$ cat src/core/sleep_ctrl_params.svh
// Constants of the sleep and clock gating controller
// Assumes inclusion by bare name from the core files
`ifndef SLEEP_CTRL_PARAMS_SVH
`define SLEEP_CTRL_PARAMS_SVH
`define MODE_W 3
`define PORT_W 8
`define PORT_N 4
`define RST_FILT_NS 2500
`define CLK_NS 25
`define RST_FILT_CYC ((`RST_FILT_NS + `CLK_NS - 1) / `CLK_NS)
`define WAKE_SETTLE_CYC 4
`endif

$ cat src/core/sleep_ctrl_pkg.sv
// Types of the sleep and clock gating controller
// Assumes the params header is compiled alongside
package sleep_ctrl_pkg;
  typedef enum logic [2:0] {
    MODE_IDLE = 3'h0,
    MODE_ADC_NR = 3'h1,
    MODE_PWR_DOWN = 3'h2,
    MODE_PWR_SAVE = 3'h3,
    MODE_STANDBY = 3'h6,
    MODE_EXT_STANDBY = 3'h7
  } sleep_mode_t;
  typedef enum logic [1:0] {
    ST_RUN = 2'h0,
    ST_SLEEP = 2'h1,
    ST_WAKE = 2'h2
  } pwr_state_t;
endpackage : sleep_ctrl_pkg

$ cat src/core/sleep_ctrl.sv
// Sleep mode controller: clock gating per domain, reset control and port tri-state
// Assumes the core requests sleep with a pulse and waits for cpu_clk_en_o on wake
//
// Behaviour
// - Idle stops only the processor clock; memory, timers, serial and interrupts run.
// - Power-down keeps state, stops oscillator and all functions until interrupt or reset.
// - Power-save keeps the asynchronous timer clocked.
// - Converter noise reduction runs only the asynchronous timer, the converter and the main oscillator.
// - Standby keeps the main oscillator running, everything else asleep.
// - Extended standby keeps main oscillator and asynchronous timer running.
// - Six software-selectable sleep modes are offered.
// - External reset low longer than minimum length resets; the filter counts on clk_i, so a clock is needed.
// - Any active reset tri-states every port pin; power-on and internal reset do so even without clock, the pin reset only once filtered.
// - Four 8-bit bidirectional ports with per-bit pull-up enables.
`timescale 1ns/100ps
`include "sleep_ctrl_params.svh"
module sleep_ctrl
  import sleep_ctrl_pkg::*;
#(
  parameter int PORT_N = `PORT_N,
  parameter int PORT_W = `PORT_W,
  parameter int SETTLE = `WAKE_SETTLE_CYC
) (
  // Clock and reset
  input wire logic clk_i,
  input wire logic rst_n_i,
  // Reset pin and other reset sources
  input wire logic ext_rst_n_i,
  input wire logic int_rst_i,
  output logic sys_rst_o,
  // Sleep request from the core
  input wire logic sleep_req_i,
  input wire logic [2:0] sleep_mode_i,
  input wire logic wake_irq_i,
  output logic sleeping_o,
  // Domain clock enables
  output logic cpu_clk_en_o,
  output logic io_clk_en_o,
  output logic async_clk_en_o,
  output logic adc_clk_en_o,
  output logic osc_en_o,
  // Port control from core
  input wire logic [PORT_N*PORT_W-1:0] port_out_i,
  input wire logic [PORT_N*PORT_W-1:0] port_dir_i,
  input wire logic [PORT_N*PORT_W-1:0] port_pu_i,
  // Port pins
  input wire logic [PORT_N*PORT_W-1:0] pin_i,
  output logic [PORT_N*PORT_W-1:0] pin_o,
  output logic [PORT_N*PORT_W-1:0] pin_oe_o,
  output logic [PORT_N*PORT_W-1:0] pin_pu_o,
  output logic [PORT_N*PORT_W-1:0] pin_in_o
);
  logic rst_s1_r;
  logic rst_s2_r;
  logic ext_rst;
  logic any_rst_async;
  pwr_state_t state_r;
  sleep_mode_t mode_r;
  logic [7:0] settle_r;
  logic [4:0] dom_r;

  // Reset release through two flops
  always_ff @(posedge clk_i or negedge rst_n_i) begin
    if (!rst_n_i) begin
      rst_s1_r <= 1'b0;
      rst_s2_r <= 1'b0;
    end else begin
      rst_s1_r <= 1'b1;
      rst_s2_r <= rst_s1_r;
    end
  end

  reset_filter u_filt (
    .clk_i(clk_i),
    .rst_n_i(rst_s2_r),
    .ext_rst_n_i(ext_rst_n_i),
    .ext_rst_o(ext_rst)
  );

  // Reset gates the tri-state combinationally; the pin path goes through the clocked filter first
  assign any_rst_async = !rst_n_i || !rst_s2_r || ext_rst || int_rst_i;
  assign sys_rst_o = any_rst_async;

  // Domain enable vector: cpu, io, async, adc, osc
  function automatic logic [4:0] domains(input sleep_mode_t m);
    logic [4:0] d;
    d = 5'h00;
    unique case (m)
      MODE_IDLE: d = 5'h0F;
      MODE_ADC_NR: d = 5'h07;
      MODE_PWR_DOWN: d = 5'h00;
      MODE_PWR_SAVE: d = 5'h04;
      MODE_STANDBY: d = 5'h01;
      MODE_EXT_STANDBY: d = 5'h05;
      default: d = 5'h1E;
    endcase
    return d;
  endfunction : domains

  function automatic logic mode_legal(input logic [2:0] m);
    return (m != 3'h4) && (m != 3'h5);
  endfunction : mode_legal

  // Sleep state machine
  always_ff @(posedge clk_i or negedge rst_n_i) begin
    if (!rst_n_i) begin
      state_r <= ST_RUN;
      mode_r <= MODE_IDLE;
      settle_r <= 8'h00;
    end else if (any_rst_async) begin
      state_r <= ST_RUN;
      settle_r <= 8'h00;
    end else begin
      unique case (state_r)
        ST_RUN: begin
          if (sleep_req_i && mode_legal(sleep_mode_i)) begin
            mode_r <= sleep_mode_t'(sleep_mode_i);
            state_r <= ST_SLEEP;
          end
        end
        ST_SLEEP: begin
          if (wake_irq_i) begin
            state_r <= ST_WAKE;
            settle_r <= 8'h00;
          end
        end
        ST_WAKE: begin
          if (settle_r >= 8'(SETTLE)) begin
            state_r <= ST_RUN;
          end else begin
            settle_r <= settle_r + 8'h01;
          end
        end
        default: state_r <= ST_RUN;
      endcase
    end
  end

  // Domain enables: all but cpu back on in the wake phase, cpu last, one cycle after return to run
  always_ff @(posedge clk_i or negedge rst_n_i) begin
    if (!rst_n_i) begin
      dom_r <= 5'h1F;
    end else if (any_rst_async) begin
      dom_r <= 5'h1F;
    end else if (state_r == ST_SLEEP && !wake_irq_i) begin
      dom_r <= domains(mode_r);
    end else if (state_r == ST_WAKE || (state_r == ST_SLEEP && wake_irq_i)) begin
      dom_r <= 5'h0F;
    end else if (state_r == ST_RUN && sleep_req_i && mode_legal(sleep_mode_i)) begin
      dom_r <= domains(sleep_mode_t'(sleep_mode_i));
    end else begin
      dom_r <= 5'h1F;
    end
  end

  assign cpu_clk_en_o = dom_r[4];
  assign io_clk_en_o = dom_r[3];
  assign async_clk_en_o = dom_r[2];
  assign adc_clk_en_o = dom_r[1];
  assign osc_en_o = dom_r[0];
  assign sleeping_o = (state_r != ST_RUN);

  // Port pins, tri-stated with pull-ups off during any reset
  genvar g;
  generate
    for (g = 0; g < PORT_N; g++) begin : g_port
      logic [PORT_W-1:0] out_r;
      always_ff @(posedge clk_i or negedge rst_n_i) begin
        if (!rst_n_i) begin
          out_r <= '0;
        end else begin
          out_r <= port_out_i[g*PORT_W +: PORT_W];
        end
      end
      assign pin_o[g*PORT_W +: PORT_W] = out_r;
      assign pin_oe_o[g*PORT_W +: PORT_W] =
        any_rst_async ? '0 : port_dir_i[g*PORT_W +: PORT_W];
      assign pin_pu_o[g*PORT_W +: PORT_W] = any_rst_async ? '0 :
        (port_pu_i[g*PORT_W +: PORT_W] & ~port_dir_i[g*PORT_W +: PORT_W]);
      assign pin_in_o[g*PORT_W +: PORT_W] = pin_i[g*PORT_W +: PORT_W];
    end
  endgenerate
endmodule : sleep_ctrl

$ cat src/core/reset_filter.sv
// Glitch filter on the external reset pin, counted on the system clock
// Assumes the pin is synchronous to clk_i; a low shorter than the count is ignored
`timescale 1ns/100ps
`include "sleep_ctrl_params.svh"
module reset_filter #(
  parameter int CYC = `RST_FILT_CYC
) (
  // Clock and reset
  input wire logic clk_i,
  input wire logic rst_n_i,
  // Pin and result
  input wire logic ext_rst_n_i,
  output logic ext_rst_o
);
  logic [15:0] cnt_r;
  always_ff @(posedge clk_i or negedge rst_n_i) begin
    if (!rst_n_i) begin
      cnt_r <= 16'h0000;
    end else if (ext_rst_n_i) begin
      cnt_r <= 16'h0000;
    end else if (cnt_r < 16'(CYC)) begin
      cnt_r <= cnt_r + 16'h0001;
    end
  end
  assign ext_rst_o = (cnt_r >= 16'(CYC));
endmodule : reset_filter

$ cat config.mk
export PLATFORM = sky130hd
export DESIGN_NAME = sleep_ctrl
export DESIGN_NICKNAME = d
export VERILOG_FILES = /design/src/core/sleep_ctrl_pkg.sv /design/src/core/sleep_ctrl.sv /design/src/core/reset_filter.sv
export VERILOG_INCLUDE_DIRS = /design/src /design/src/core
export SDC_FILE = /design/constraint.sdc
export NUM_CORES = 1
export LEC_CHECK = 0
export BUFFER_PORTS_ARGS = -buffer_cell sky130_fd_sc_hd__buf_4
export CAP_MARGIN = 40
export CORE_AREA = 3 3 108 110
export CTS_BUF_LIST = sky130_fd_sc_hd__clkbuf_2 sky130_fd_sc_hd__clkbuf_4 sky130_fd_sc_hd__clkbuf_8
export DETAILED_ROUTE_END_ITERATION = 12
export DIE_AREA = 0 0 111 113
export SYNTH_ARGS = -nofsm -noshare
export SYNTH_HDL_FRONTEND = slang
export SYNTH_SLANG_ARGS = --single-unit
$ cat constraint.sdc
create_clock -name clk_i -period 4.1 [get_ports clk_i]
set_input_delay 1.23 -clock clk_i [delete_from_list [all_inputs] [get_ports clk_i]]
set_output_delay 1.23 -clock clk_i [all_outputs]
set_load 0.05 [all_outputs]
==> flow_metrics.tcl, run 1 <==
set metrics [dict create \
    vias 2692 \
    clk_path_buf_depth 2 \
    drtIter0Drc 122 \
    path_clk_slew_ns 0.07 \
    maxCapViolCount 0 \
    grt_pass1_wl_mm 15.1 \
    die_w_um 111 \
    async_reset_ff_share_pct 100 \
    worst_slew_pin_slew_ns 0.823 \
    core_area_sq_um 10800 \
    synth_top_family_by_area "simple AND/OR/NAND/NOR gates" \
    rsz0062_at_grt "false" \
    drtPass1Iterations 5 \
    multi_input_area_sq_um 1200 \
    port-buffer-count 207 \
    synth.area.mux_share_pct 1.32 \
    timing_hold_violations_final 0 \
    clockRootBuffer "clkbuf_8" \
    switching_share_pct 28.5 \
    period_needed_ns 3.84 \
    area_growth_pct 52.5 \
    initial_core_util_pct 29.9 \
    grt_use_total_pct 15.3 \
    cts_hold_buf 0 \
    clock-sinks 68 \
    n_fill_cell 989 \
    cpMostUsedCell "buf_4" \
    switchingPower_w 0.000453 \
    die_h_um 113 \
    worst_ir_drop_vdd_uv 248 \
    synth_common_cells "63 x dfrtp_1, 38 x and2_1, 32 x buf_4" \
    drt_wl_total_mm 9.74 \
    cp_num_cells 6 \
    cp-end-kind "output port" \
    dp_hpwl_mm 7.93 \
    fmax_mhz 261 \
    synth-xor-area-share_pct 0.271 \
    layout_setup_ws_ns 0.262 \
    synth-compound-area-share_pct 4.22 \
    synth_cells 281 \
    post-route-period-util_pct 93.6 \
    diodes 0 \
    place.gp.congestion 0.921 \
    crit_path_start_kind "input port" \
    cts_tree "done" \
    cp_max_fo 33 \
    yosys-top-cells-area "dfrtp_1 49%, nor3b_2 7.7%, buf_4 7.4%" \
    grt_overflow 0 \
    rrSetupSlack_ns 2.00 \
    register_area_sq_um 1710 \
    synth-simple-area-share_pct 27.8 \
    cp_slowest_cell "inv_2" \
    cp.required_ns 2.87 \
    critPathTopFamily "buffers and inverters" \
    slew_headroom_pct 45.1 \
    seqPwrFrac_pct 44.9 \
    routed_via_density 4.43 \
    yosys.area.top_type_share_pct 48.8 \
    crit_type "in -> out" \
    status "completed" \
    path_cells "buf_4 -> nand3b_1 -> nor2_2 -> inv_2 -> buf_4 -> buf_4" \
    p_int_w 0.00114 \
    arrival_ns 2.61 \
    clk_latency_ns 0.34 \
    drc 0 \
    antenna_found_initial 0 \
    setup_tns_ns 0 \
    ys_seq_area_share_pct 52.8 \
    path_buf_inv 4 \
    fin_util_pct 45.7 \
    place_worst_setup_slack_ns 0.248 \
    ys_types 41 \
    p_leak_nw 2.40 \
    syn-num-nets 424 \
    post_cts_resized 0 \
    rows 38 \
    ys_ff_latch 68 \
    synth_fa_ha_area_share_pct 2.32 \
    routedWlPerCell_um 16.0 \
    synth.most_common_cell "dfrtp_1" \
    syn_avg_cell_area_sq_um 11.5 \
    drive_above_1_share_pct 58.0 \
    die_area_sq_um 12500 \
    min_path_type "reg -> async" \
    synthFlopType "dfrtp_1" \
    htree_levels 3 \
    synth_edf_count 0 \
    num_io_pins 272 \
    cpPeakStageDelay_ns 0.60 \
    fin_nets 606 \
    ant_nets 0 \
    netlist_area_sq_um 3230 \
    drv_slew 0 \
    grt_start_max_net_pins 53 \
    numCtsBuffers 9 \
    synth_top_area_cell "dfrtp_1" \
    pwr-share-comb_pct 21.2 \
    synth_warnings 0 \
    reg2reg_depth 7 \
    power.density_nw_per_um2 323 \
    clockPowerShare_pct 33.9 \
    first_global_vias 2890 \
    cts_setup_buffers 0 \
    setup_viol 0 \
    skew_ns 0.00848 \
]
worst reg2reg max path, delay by kind of cell (launching register included):
kind	cells	cell delay, ns
buf+inv	3	0.83
compound gates	2	0.48
flops	1	0.45
simple gates	2	0.27
layout by cell type, fill, tap and decap left out, types with 4 or more instances in the layout:
cell type	count
buf_4	213
dfrtp_1	63
and2_1	38
nor3b_2	28
inv_1	11
nor2b_1	11
clkbuf_8	10
nand2_1	9
a21oi_1	9
nor2_1	7
o21ai_0	6
ha_1	6
or3_1	5
o22ai_1	5
dfstp_2	5
nor3_1	4
nor3b_1	4
nand3_1	4
area by class of cell:
cell class	instances	area share, %
inverters	12	0.914
flip-flops and latches	68	34.7
repair buffers	213	32.5
clock buffers	11	2.95
multi-input cells	159	24.5
well taps	140	3.56
clock inverters	4	1.02
sequential cells by signal, indices dropped and copies added (netlist names):
| signal | cells |
|---|---|
| mode_r | 3 |
| rst_s1_r | 1 |
| settle_r | 8 |
| g_port.out_r | 32 |
| dom_r | 5 |
| rst_s2_r | 1 |
| u_filt.cnt_r | 16 |
| state_r | 2 |
power by group through the flow:
| stage | clock [W] | sequential [W] | combinational (W) |
|---|---|---|---|
| 2_1_floorplan | 0 | 0.000787 | 0.000199 |
| 3_3_place_gp | 0 | 0.000724 | 0.000339 |
| 3_5_place_dp | 0 | 0.000725 | 0.000342 |
| 4_1_cts | 0.000555 | 0.000713 | 0.000342 |
| 5_1_grt | 0.000587 | 0.000717 | 0.000362 |
| 6_report | 0.000539 | 0.000713 | 0.000337 |
metal layers:
metal  track usage (%)  vias up  wire length (um)
met3              7.06       17              1100
met5                 0        -                 0
li1                  -     1257                 -
met2              27.2      164              5020
met4              5.25        0               126
met1              16.1     1254              3490
worst paths after layout:
kind	start	end
min in group clk_i	rst_s1_r$_DFF_PN0_	rst_s2_r$_DFF_PN0_
max in group asynchronous	rst_n_i	settle_r[2]$_DFFE_PN0P_
hold / removal	rst_s2_r$_DFF_PN0_	u_filt.cnt_r[7]$_DFFE_PN0P_
setup / recovery	rst_n_i	sys_rst_o
hold reg to reg	rst_s2_r$_DFF_PN0_	u_filt.cnt_r[7]$_DFFE_PN0P_
setup reg to reg	u_filt.cnt_r[2]$_DFFE_PN0P_	mode_r[1]$_DFFE_PN0P_
metrics by stage:
stage / area (sq um) / power, W / hold slack, ns / std cells
6_report: 4930 / 0.00159 / 0.179 / 607
5_1_grt: 4930 / 0.00167 / 0.204 / 607
4_1_cts: 4930 / 0.00161 / 0.192 / 607
3_5_place_dp: 4730 / 0.00107 / 0.186 / 592
3_3_place_gp: 4730 / 0.00106 / 0.185 / 592
2_1_floorplan: 3270 / 0.000986 / 0.209 / 281
cell families (layout without fill, tap and decap cells):
group	count (synthesis)	count (layout)
simple gates	124	124
flops	68	68
buf+inv	54	240
compound gates	23	23
fa+ha+maj	6	6
mux	4	4
other cells	1	1
xor+xnor	1	1
(Power assumes the default switching activity.)
==> run 2: changes to the inputs <==
--- a/config.mk
+++ b/config.mk
@@ -8,10 +8,11 @@
 export LEC_CHECK = 0
 export BUFFER_PORTS_ARGS = -buffer_cell sky130_fd_sc_hd__buf_4
 export CAP_MARGIN = 40
-export CORE_AREA = 3 3 108 110
+export CORE_AREA = 3 3 107 109
 export CTS_BUF_LIST = sky130_fd_sc_hd__clkbuf_2 sky130_fd_sc_hd__clkbuf_4 sky130_fd_sc_hd__clkbuf_8
 export DETAILED_ROUTE_END_ITERATION = 12
-export DIE_AREA = 0 0 111 113
+export DIE_AREA = 0 0 110 112
 export SYNTH_ARGS = -nofsm -noshare
 export SYNTH_HDL_FRONTEND = slang
+export SYNTH_HIERARCHICAL = 1
 export SYNTH_SLANG_ARGS = --single-unit
==> flow_metrics.tcl, run 2 <==
set metrics [dict create \
    initial_core_util_pct 29.4 \
    worst_slew_pin_slew_ns 0.645 \
    worst_ir_drop_vdd_uv 188 \
    die_area_sq_um 12300 \
    reg_top3 "g_port.out_r (32), u_filt/cnt_r (16), settle_r (8)" \
    reg2reg_to "mode_r[2]$_DFFE_PN0P_" \
    synth_warnings 6 \
    arrival_ns 2.60 \
    p_total_w 0.00159 \
    routed_via_density 4.43 \
    dp_hpwl_mm 7.96 \
    final_common_cell "buf_4" \
    clock-sinks 68 \
    timing_hold_violations_final 0 \
    setup_viol 0 \
    post-route-period-util_pct 93.3 \
    min_path_type "reg -> async" \
    drv_slew 0 \
    htree_levels 3 \
    vias 2687 \
    layout_common_cells "213 x buf_4, 63 x dfrtp_1, 32 x and2_1" \
    setup_tns_ns 0 \
    synth_common_cells "63 x dfrtp_1, 33 x nor3b_1, 32 x and2_1, 32 x buf_4, 11 x inv_1" \
    place_worst_setup_slack_ns 0.413 \
    grt_use_total_pct 16.6 \
    synthFlopType "dfrtp_1" \
    syn-num-nets 424 \
    synth_cells 281 \
    synth_top_area_cell "dfrtp_1" \
    grt_overflow 0 \
    port-buffer-count 207 \
    clockRootBuffer "clkbuf_8" \
    core_area_sq_um 10700 \
    grt_pass1_wl_mm 15.5 \
    ant_nets 0 \
    finalNonFillerCells 607 \
    ys_seq_area_share_pct 54.3 \
    dpl.cell_count 591 \
    ys_types 45 \
    grt_start_max_net_pins 53 \
    netlist_area_sq_um 3150 \
    die_h_um 112 \
    path_clk_slew_ns 0.08 \
    drc 0 \
    fin_util_pct 46.0 \
    numCtsBuffers 9 \
    clk_latency_ns 0.34 \
    p_leak_nw 2.43 \
    routedWlPerCell_um 16.6 \
    period_needed_ns 3.83 \
    drive_above_1_share_pct 56.7 \
    fin_nets 605 \
    num_io_pins 272 \
    largest_register_ffs 32 \
    yosys-top-cells-area "dfrtp_1 50%, nor3b_1 7.9%, buf_4 7.6%" \
    cp-end-kind "output port" \
    reg2reg_depth 7 \
    fmax_mhz 261 \
    maxCapViolCount 0 \
    ys_ff_latch 68 \
    syn_avg_cell_area_sq_um 11.2 \
    rrSetupSlack_ns 1.61 \
    crit_path_start_kind "register" \
    rows 38 \
    crit_start "u_filt/cnt_r[2]$_DFFE_PN0P_" \
    clk_path_buf_depth 2 \
    skew_ns 0.0115 \
    async_reset_ff_share_pct 100 \
    synth.most_common_cell "dfrtp_1" \
    area_growth_pct 56.4 \
    cp.required_ns 2.87 \
    drt_wl_total_mm 10.1 \
    post_cts_resized 0 \
    status "completed" \
    drtPass1Iterations 4 \
    first_global_vias 2942 \
    die_w_um 110 \
    crit_type "reg -> out" \
    place.gp.congestion 0.807 \
    cts_setup_buffers 0 \
    largest-register "g_port.out_r" \
    diodes 0 \
    cts_hold_buf 0 \
    slew_headroom_pct 56.6 \
    cts_tree "done" \
    yosys.area.top_type_share_pct 50.1 \
    synth_edf_count 0 \
    rsz0062_at_grt "false" \
    r2r_start "u_filt/cnt_r[2]$_DFFE_PN0P_" \
    antenna_found_initial 0 \
    layout_setup_ws_ns 0.274 \
    cp_max_fo 21 \
    power.density_nw_per_um2 324 \
    drtIter0Drc 83 \
]
-- run 2: cell count changes in the layout (fill, tap and decap cells not counted), sizes merged, moves of 3 or more --
cell / delta
and2: -6
nand2: -3
o22ai: -4
nand3: +3
and3: +6
-- run 2: logic make-up (layout without fill, tap and decap cells) --
logic type               Yosys count  after routing  synth area share (%)
flip-flops                        68             68                  54.3
adder cells (fa/ha/maj)            6              6                  2.38
buffers and inverters             54            240                  10.8
other                              1              1                 0.119
XOR/XNOR                           1              1                 0.278
AND/OR/NAND/NOR                  121            121                  25.1
AO/OA/AOI/OAI                     27             27                  6.00
multiplexers                       3              3                  1.03
-- run 2: power by group --
group          internal [W]  switching, W
Combinational      0.000136      0.000196
Sequential         0.000699     0.0000197
Clock              0.000288      0.000255
Total               0.00112      0.000471
-- run 2: layer usage --
| metal | up-vias | share of wire [%] | track usage (%) |
|---|---|---|---|
| li1 | 1280 | - | - |
| met5 | - | 0 | 0 |
| met2 | 89 | 56 | 28.8 |
| met1 | 1290 | 36 | 18.5 |
| met3 | 28 | 5.7 | 5.22 |
| met4 | 0 | 3.1 | 6.73 |
-- run 2: worst max-delay path, stage by stage (launching register included) --
cell and delay, ns:
dfrtp_1 0.44, o311ai_1 0.38, nand4_1 0.13, buf_4 0.20, and4bb_2 0.31, clkinv_1 0.09
buf_4 0.23, nor3b_1 0.24, buf_4 0.23
-- run 2: through the flow --
stage	hold WS (ns)	area, sq um
final	0.187	4920
after CTS	0.196	4920
after detailed placement	0.198	4730
after global placement	0.181	4730
after global routing	0.226	4920
after floorplan	0.205	3250
-- run 2: final cells by class --
class	instances	area (sq um)
fill	989	5770
sequential	68	1710
timing repair buffer	213	1600
multi-input combinational	159	1200
tap	140	175
clock buffer	10	131
clock inverter	6	63.8
inverter	11	41.3
-- run 2: how the worst max path moves through the flow --
stage / to / slack, ns / cells after the start
after floorplan: pin_pu_o[28] / -0.23 / 4
after global placement: pin_pu_o[4] / 0.41 / 6
after detailed placement: pin_pu_o[4] / 0.41 / 6
after CTS: pin_pu_o[4] / 0.25 / 8
after global routing: pin_pu_o[8] / 0.13 / 8
final: pin_pu_o[25] / 0.27 / 8
==> run 3: changes to the inputs <==
--- a/config.mk
+++ b/config.mk
@@ -8,10 +8,12 @@
 export LEC_CHECK = 0
 export BUFFER_PORTS_ARGS = -buffer_cell sky130_fd_sc_hd__buf_4
 export CAP_MARGIN = 40
-export CORE_AREA = 3 3 107 109
+export CORE_AREA = 3 3 105 107
 export CTS_BUF_LIST = sky130_fd_sc_hd__clkbuf_2 sky130_fd_sc_hd__clkbuf_4 sky130_fd_sc_hd__clkbuf_8
 export DETAILED_ROUTE_END_ITERATION = 12
-export DIE_AREA = 0 0 110 112
+export DIE_AREA = 0 0 108 110
+export PLACE_DENSITY = 0.67
+export SETUP_SLACK_MARGIN = 0.4
 export SYNTH_ARGS = -nofsm -noshare
 export SYNTH_HDL_FRONTEND = slang
 export SYNTH_HIERARCHICAL = 1
==> flow_metrics.tcl, run 3 (same netlist as run 2, synthesis figures left out) <==
set metrics [dict create \
    clockRootBuffer "clkbuf_8" \
    path_cells "buf_4 -> and4bb_4 -> inv_8 -> clkbuf_16 -> nor3b_4 -> buf_6" \
    vias 2777 \
    min_path_type "reg -> async" \
    period_needed_ns 3.62 \
    post-route-period-util_pct 88.2 \
    rsz0062_at_grt "true" \
    drtIter0Drc 105 \
    largest-register "g_port.out_r" \
    reg_top3 "g_port.out_r (32), u_filt/cnt_r (16), settle_r (8)" \
    rrSetupSlack_ns 1.84 \
    cp.required_ns 2.87 \
    port-buffer-count 207 \
    maxCapViolCount 0 \
    grt_pass1_wl_mm 15.2 \
    drt_wl_total_mm 10.5 \
    grt_overflow 0 \
    fin_util_pct 53.9 \
    initial_core_util_pct 30.8 \
    cp_slowest_cell "and4bb_4" \
    place_worst_setup_slack_ns 0.419 \
    ant_nets 0 \
    drive_above_1_share_pct 60.5 \
    cpPeakStageDelay_ns 0.38 \
    reg2reg_to "mode_r[2]$_DFFE_PN0P_" \
    die_w_um 108 \
    crit_type "in -> out" \
    layout_common_cells "181 x buf_4, 62 x dfrtp_1, 33 x buf_6" \
    num_io_pins 272 \
    setup_viol 0 \
    cp_max_fo 7 \
    reg2reg_depth 7 \
    slew_headroom_pct 58.0 \
    largest_register_ffs 32 \
    timing_hold_violations_final 0 \
    status "completed" \
    dp_hpwl_mm 7.77 \
    crit_start "int_rst_i" \
    fmax_mhz 276 \
    power.density_nw_per_um2 295 \
    diodes 0 \
    path_buf_inv 4 \
    multi_input_area_sq_um 1470 \
    register_area_sq_um 1710 \
    die_h_um 110 \
    path_clk_slew_ns 0.08 \
    clock-sinks 68 \
    arrival_ns 2.39 \
    r2r_start "u_filt/cnt_r[4]$_DFFE_PN0P_" \
    htree_levels 3 \
    grt_use_total_pct 16.8 \
    die_area_sq_um 11900 \
    cts_tree "done" \
    first_global_vias 2892 \
    n_fill_cell 891 \
    skew_ns 0.0116 \
    grt_start_max_net_pins 53 \
    fin_nets 614 \
    drc 0 \
    critPathTopFamily "simple AND/OR/NAND/NOR gates" \
    drv_slew 0 \
    clk_latency_ns 0.35 \
    layout_setup_ws_ns 0.482 \
    cts_hold_buf 0 \
    core_area_sq_um 10200 \
    routedWlPerCell_um 17.2 \
    antenna_found_initial 0 \
    worst_ir_drop_vdd_uv 152 \
    routed_via_density 4.54 \
    area_growth_pct 75.3 \
    worst_slew_pin_slew_ns 0.630 \
    final_common_cell "buf_4" \
    p_leak_nw 2.72 \
    crit_path_start_kind "input port" \
    clk_path_buf_depth 2 \
    rows 37 \
    drtPass1Iterations 4 \
    place.gp.congestion 0.768 \
    setup_tns_ns 0 \
    numCtsBuffers 9 \
    cp-end-kind "output port" \
]
-- run 3: worst register-to-register path: stages, from the launching register on --
cell      delay [ns]
dfrtp_1         0.43
o311ai_2        0.30
nand4_1         0.14
buf_6           0.14
and4bb_4        0.35
buf_8           0.23
nand4_1         0.22
mux2_2          0.32
-- run 3: what timing repair did --
| action | in CTS | in global routing |
|---|---|---|
| buffers inserted | 2 | 2 |
| pin swaps | 3 | 6 |
| endpoints found under the setup margin | 64 | 64 |
| cloned | 2 | 4 |
| gates resized for setup | 29 | 16 |
-- run 3: layout make-up --
class / count / area share, %
Multi-Input combinational cell: 159 / 26.6
Sequential cell: 68 / 31.0
Clock buffer: 10 / 2.38
Tap cell: 136 / 3.08
Timing Repair Buffer: 222 / 34.9
Inverter: 11 / 0.884
Clock inverter: 6 / 1.18
-- run 3: power by group --
| part | internal, W | switching [W] |
|---|---|---|
| clock | 0.000287 | 0.000245 |
| combinational | 0.000163 | 0.000215 |
| sequential | 0.000699 | 0.0000187 |
| total | 0.00115 | 0.000479 |
-- run 3: routing by layer --
layer / up-vias / global-route usage, % / routed length [um]
li1: 1297 / - / -
met1: 1343 / 18.3 / 3790
met2: 106 / 30.8 / 5820
met3: 31 / 6.12 / 650
met4: 0 / 4.87 / 250
met5: - / 0 / 0
-- run 3: worst max path at each step --
stage / endpoint / slack [ns] / depth (start not counted)
3_5_place_dp: pin_pu_o[23] / 0.42 / 6
5_1_grt: pin_pu_o[14] / 0.36 / 8
2_1_floorplan: pin_pu_o[28] / 0.25 / 4
6_report: pin_pu_o[7] / 0.48 / 6
4_1_cts: pin_pu_o[23] / 0.38 / 8
3_3_place_gp: pin_pu_o[8] / 0.43 / 6
-- run 3: metrics by stage --
stage / std cells / power, W / cell area [sq um] / hold WS (ns)
after floorplan: 281 / 0.00100 / 3500 / 0.205
after global placement: 586 / 0.00108 / 4970 / 0.185
after detailed placement: 586 / 0.00109 / 4970 / 0.183
after CTS: 606 / 0.00164 / 5340 / 0.182
after global routing: 612 / 0.00171 / 5520 / 0.220
final: 612 / 0.00163 / 5520 / 0.172
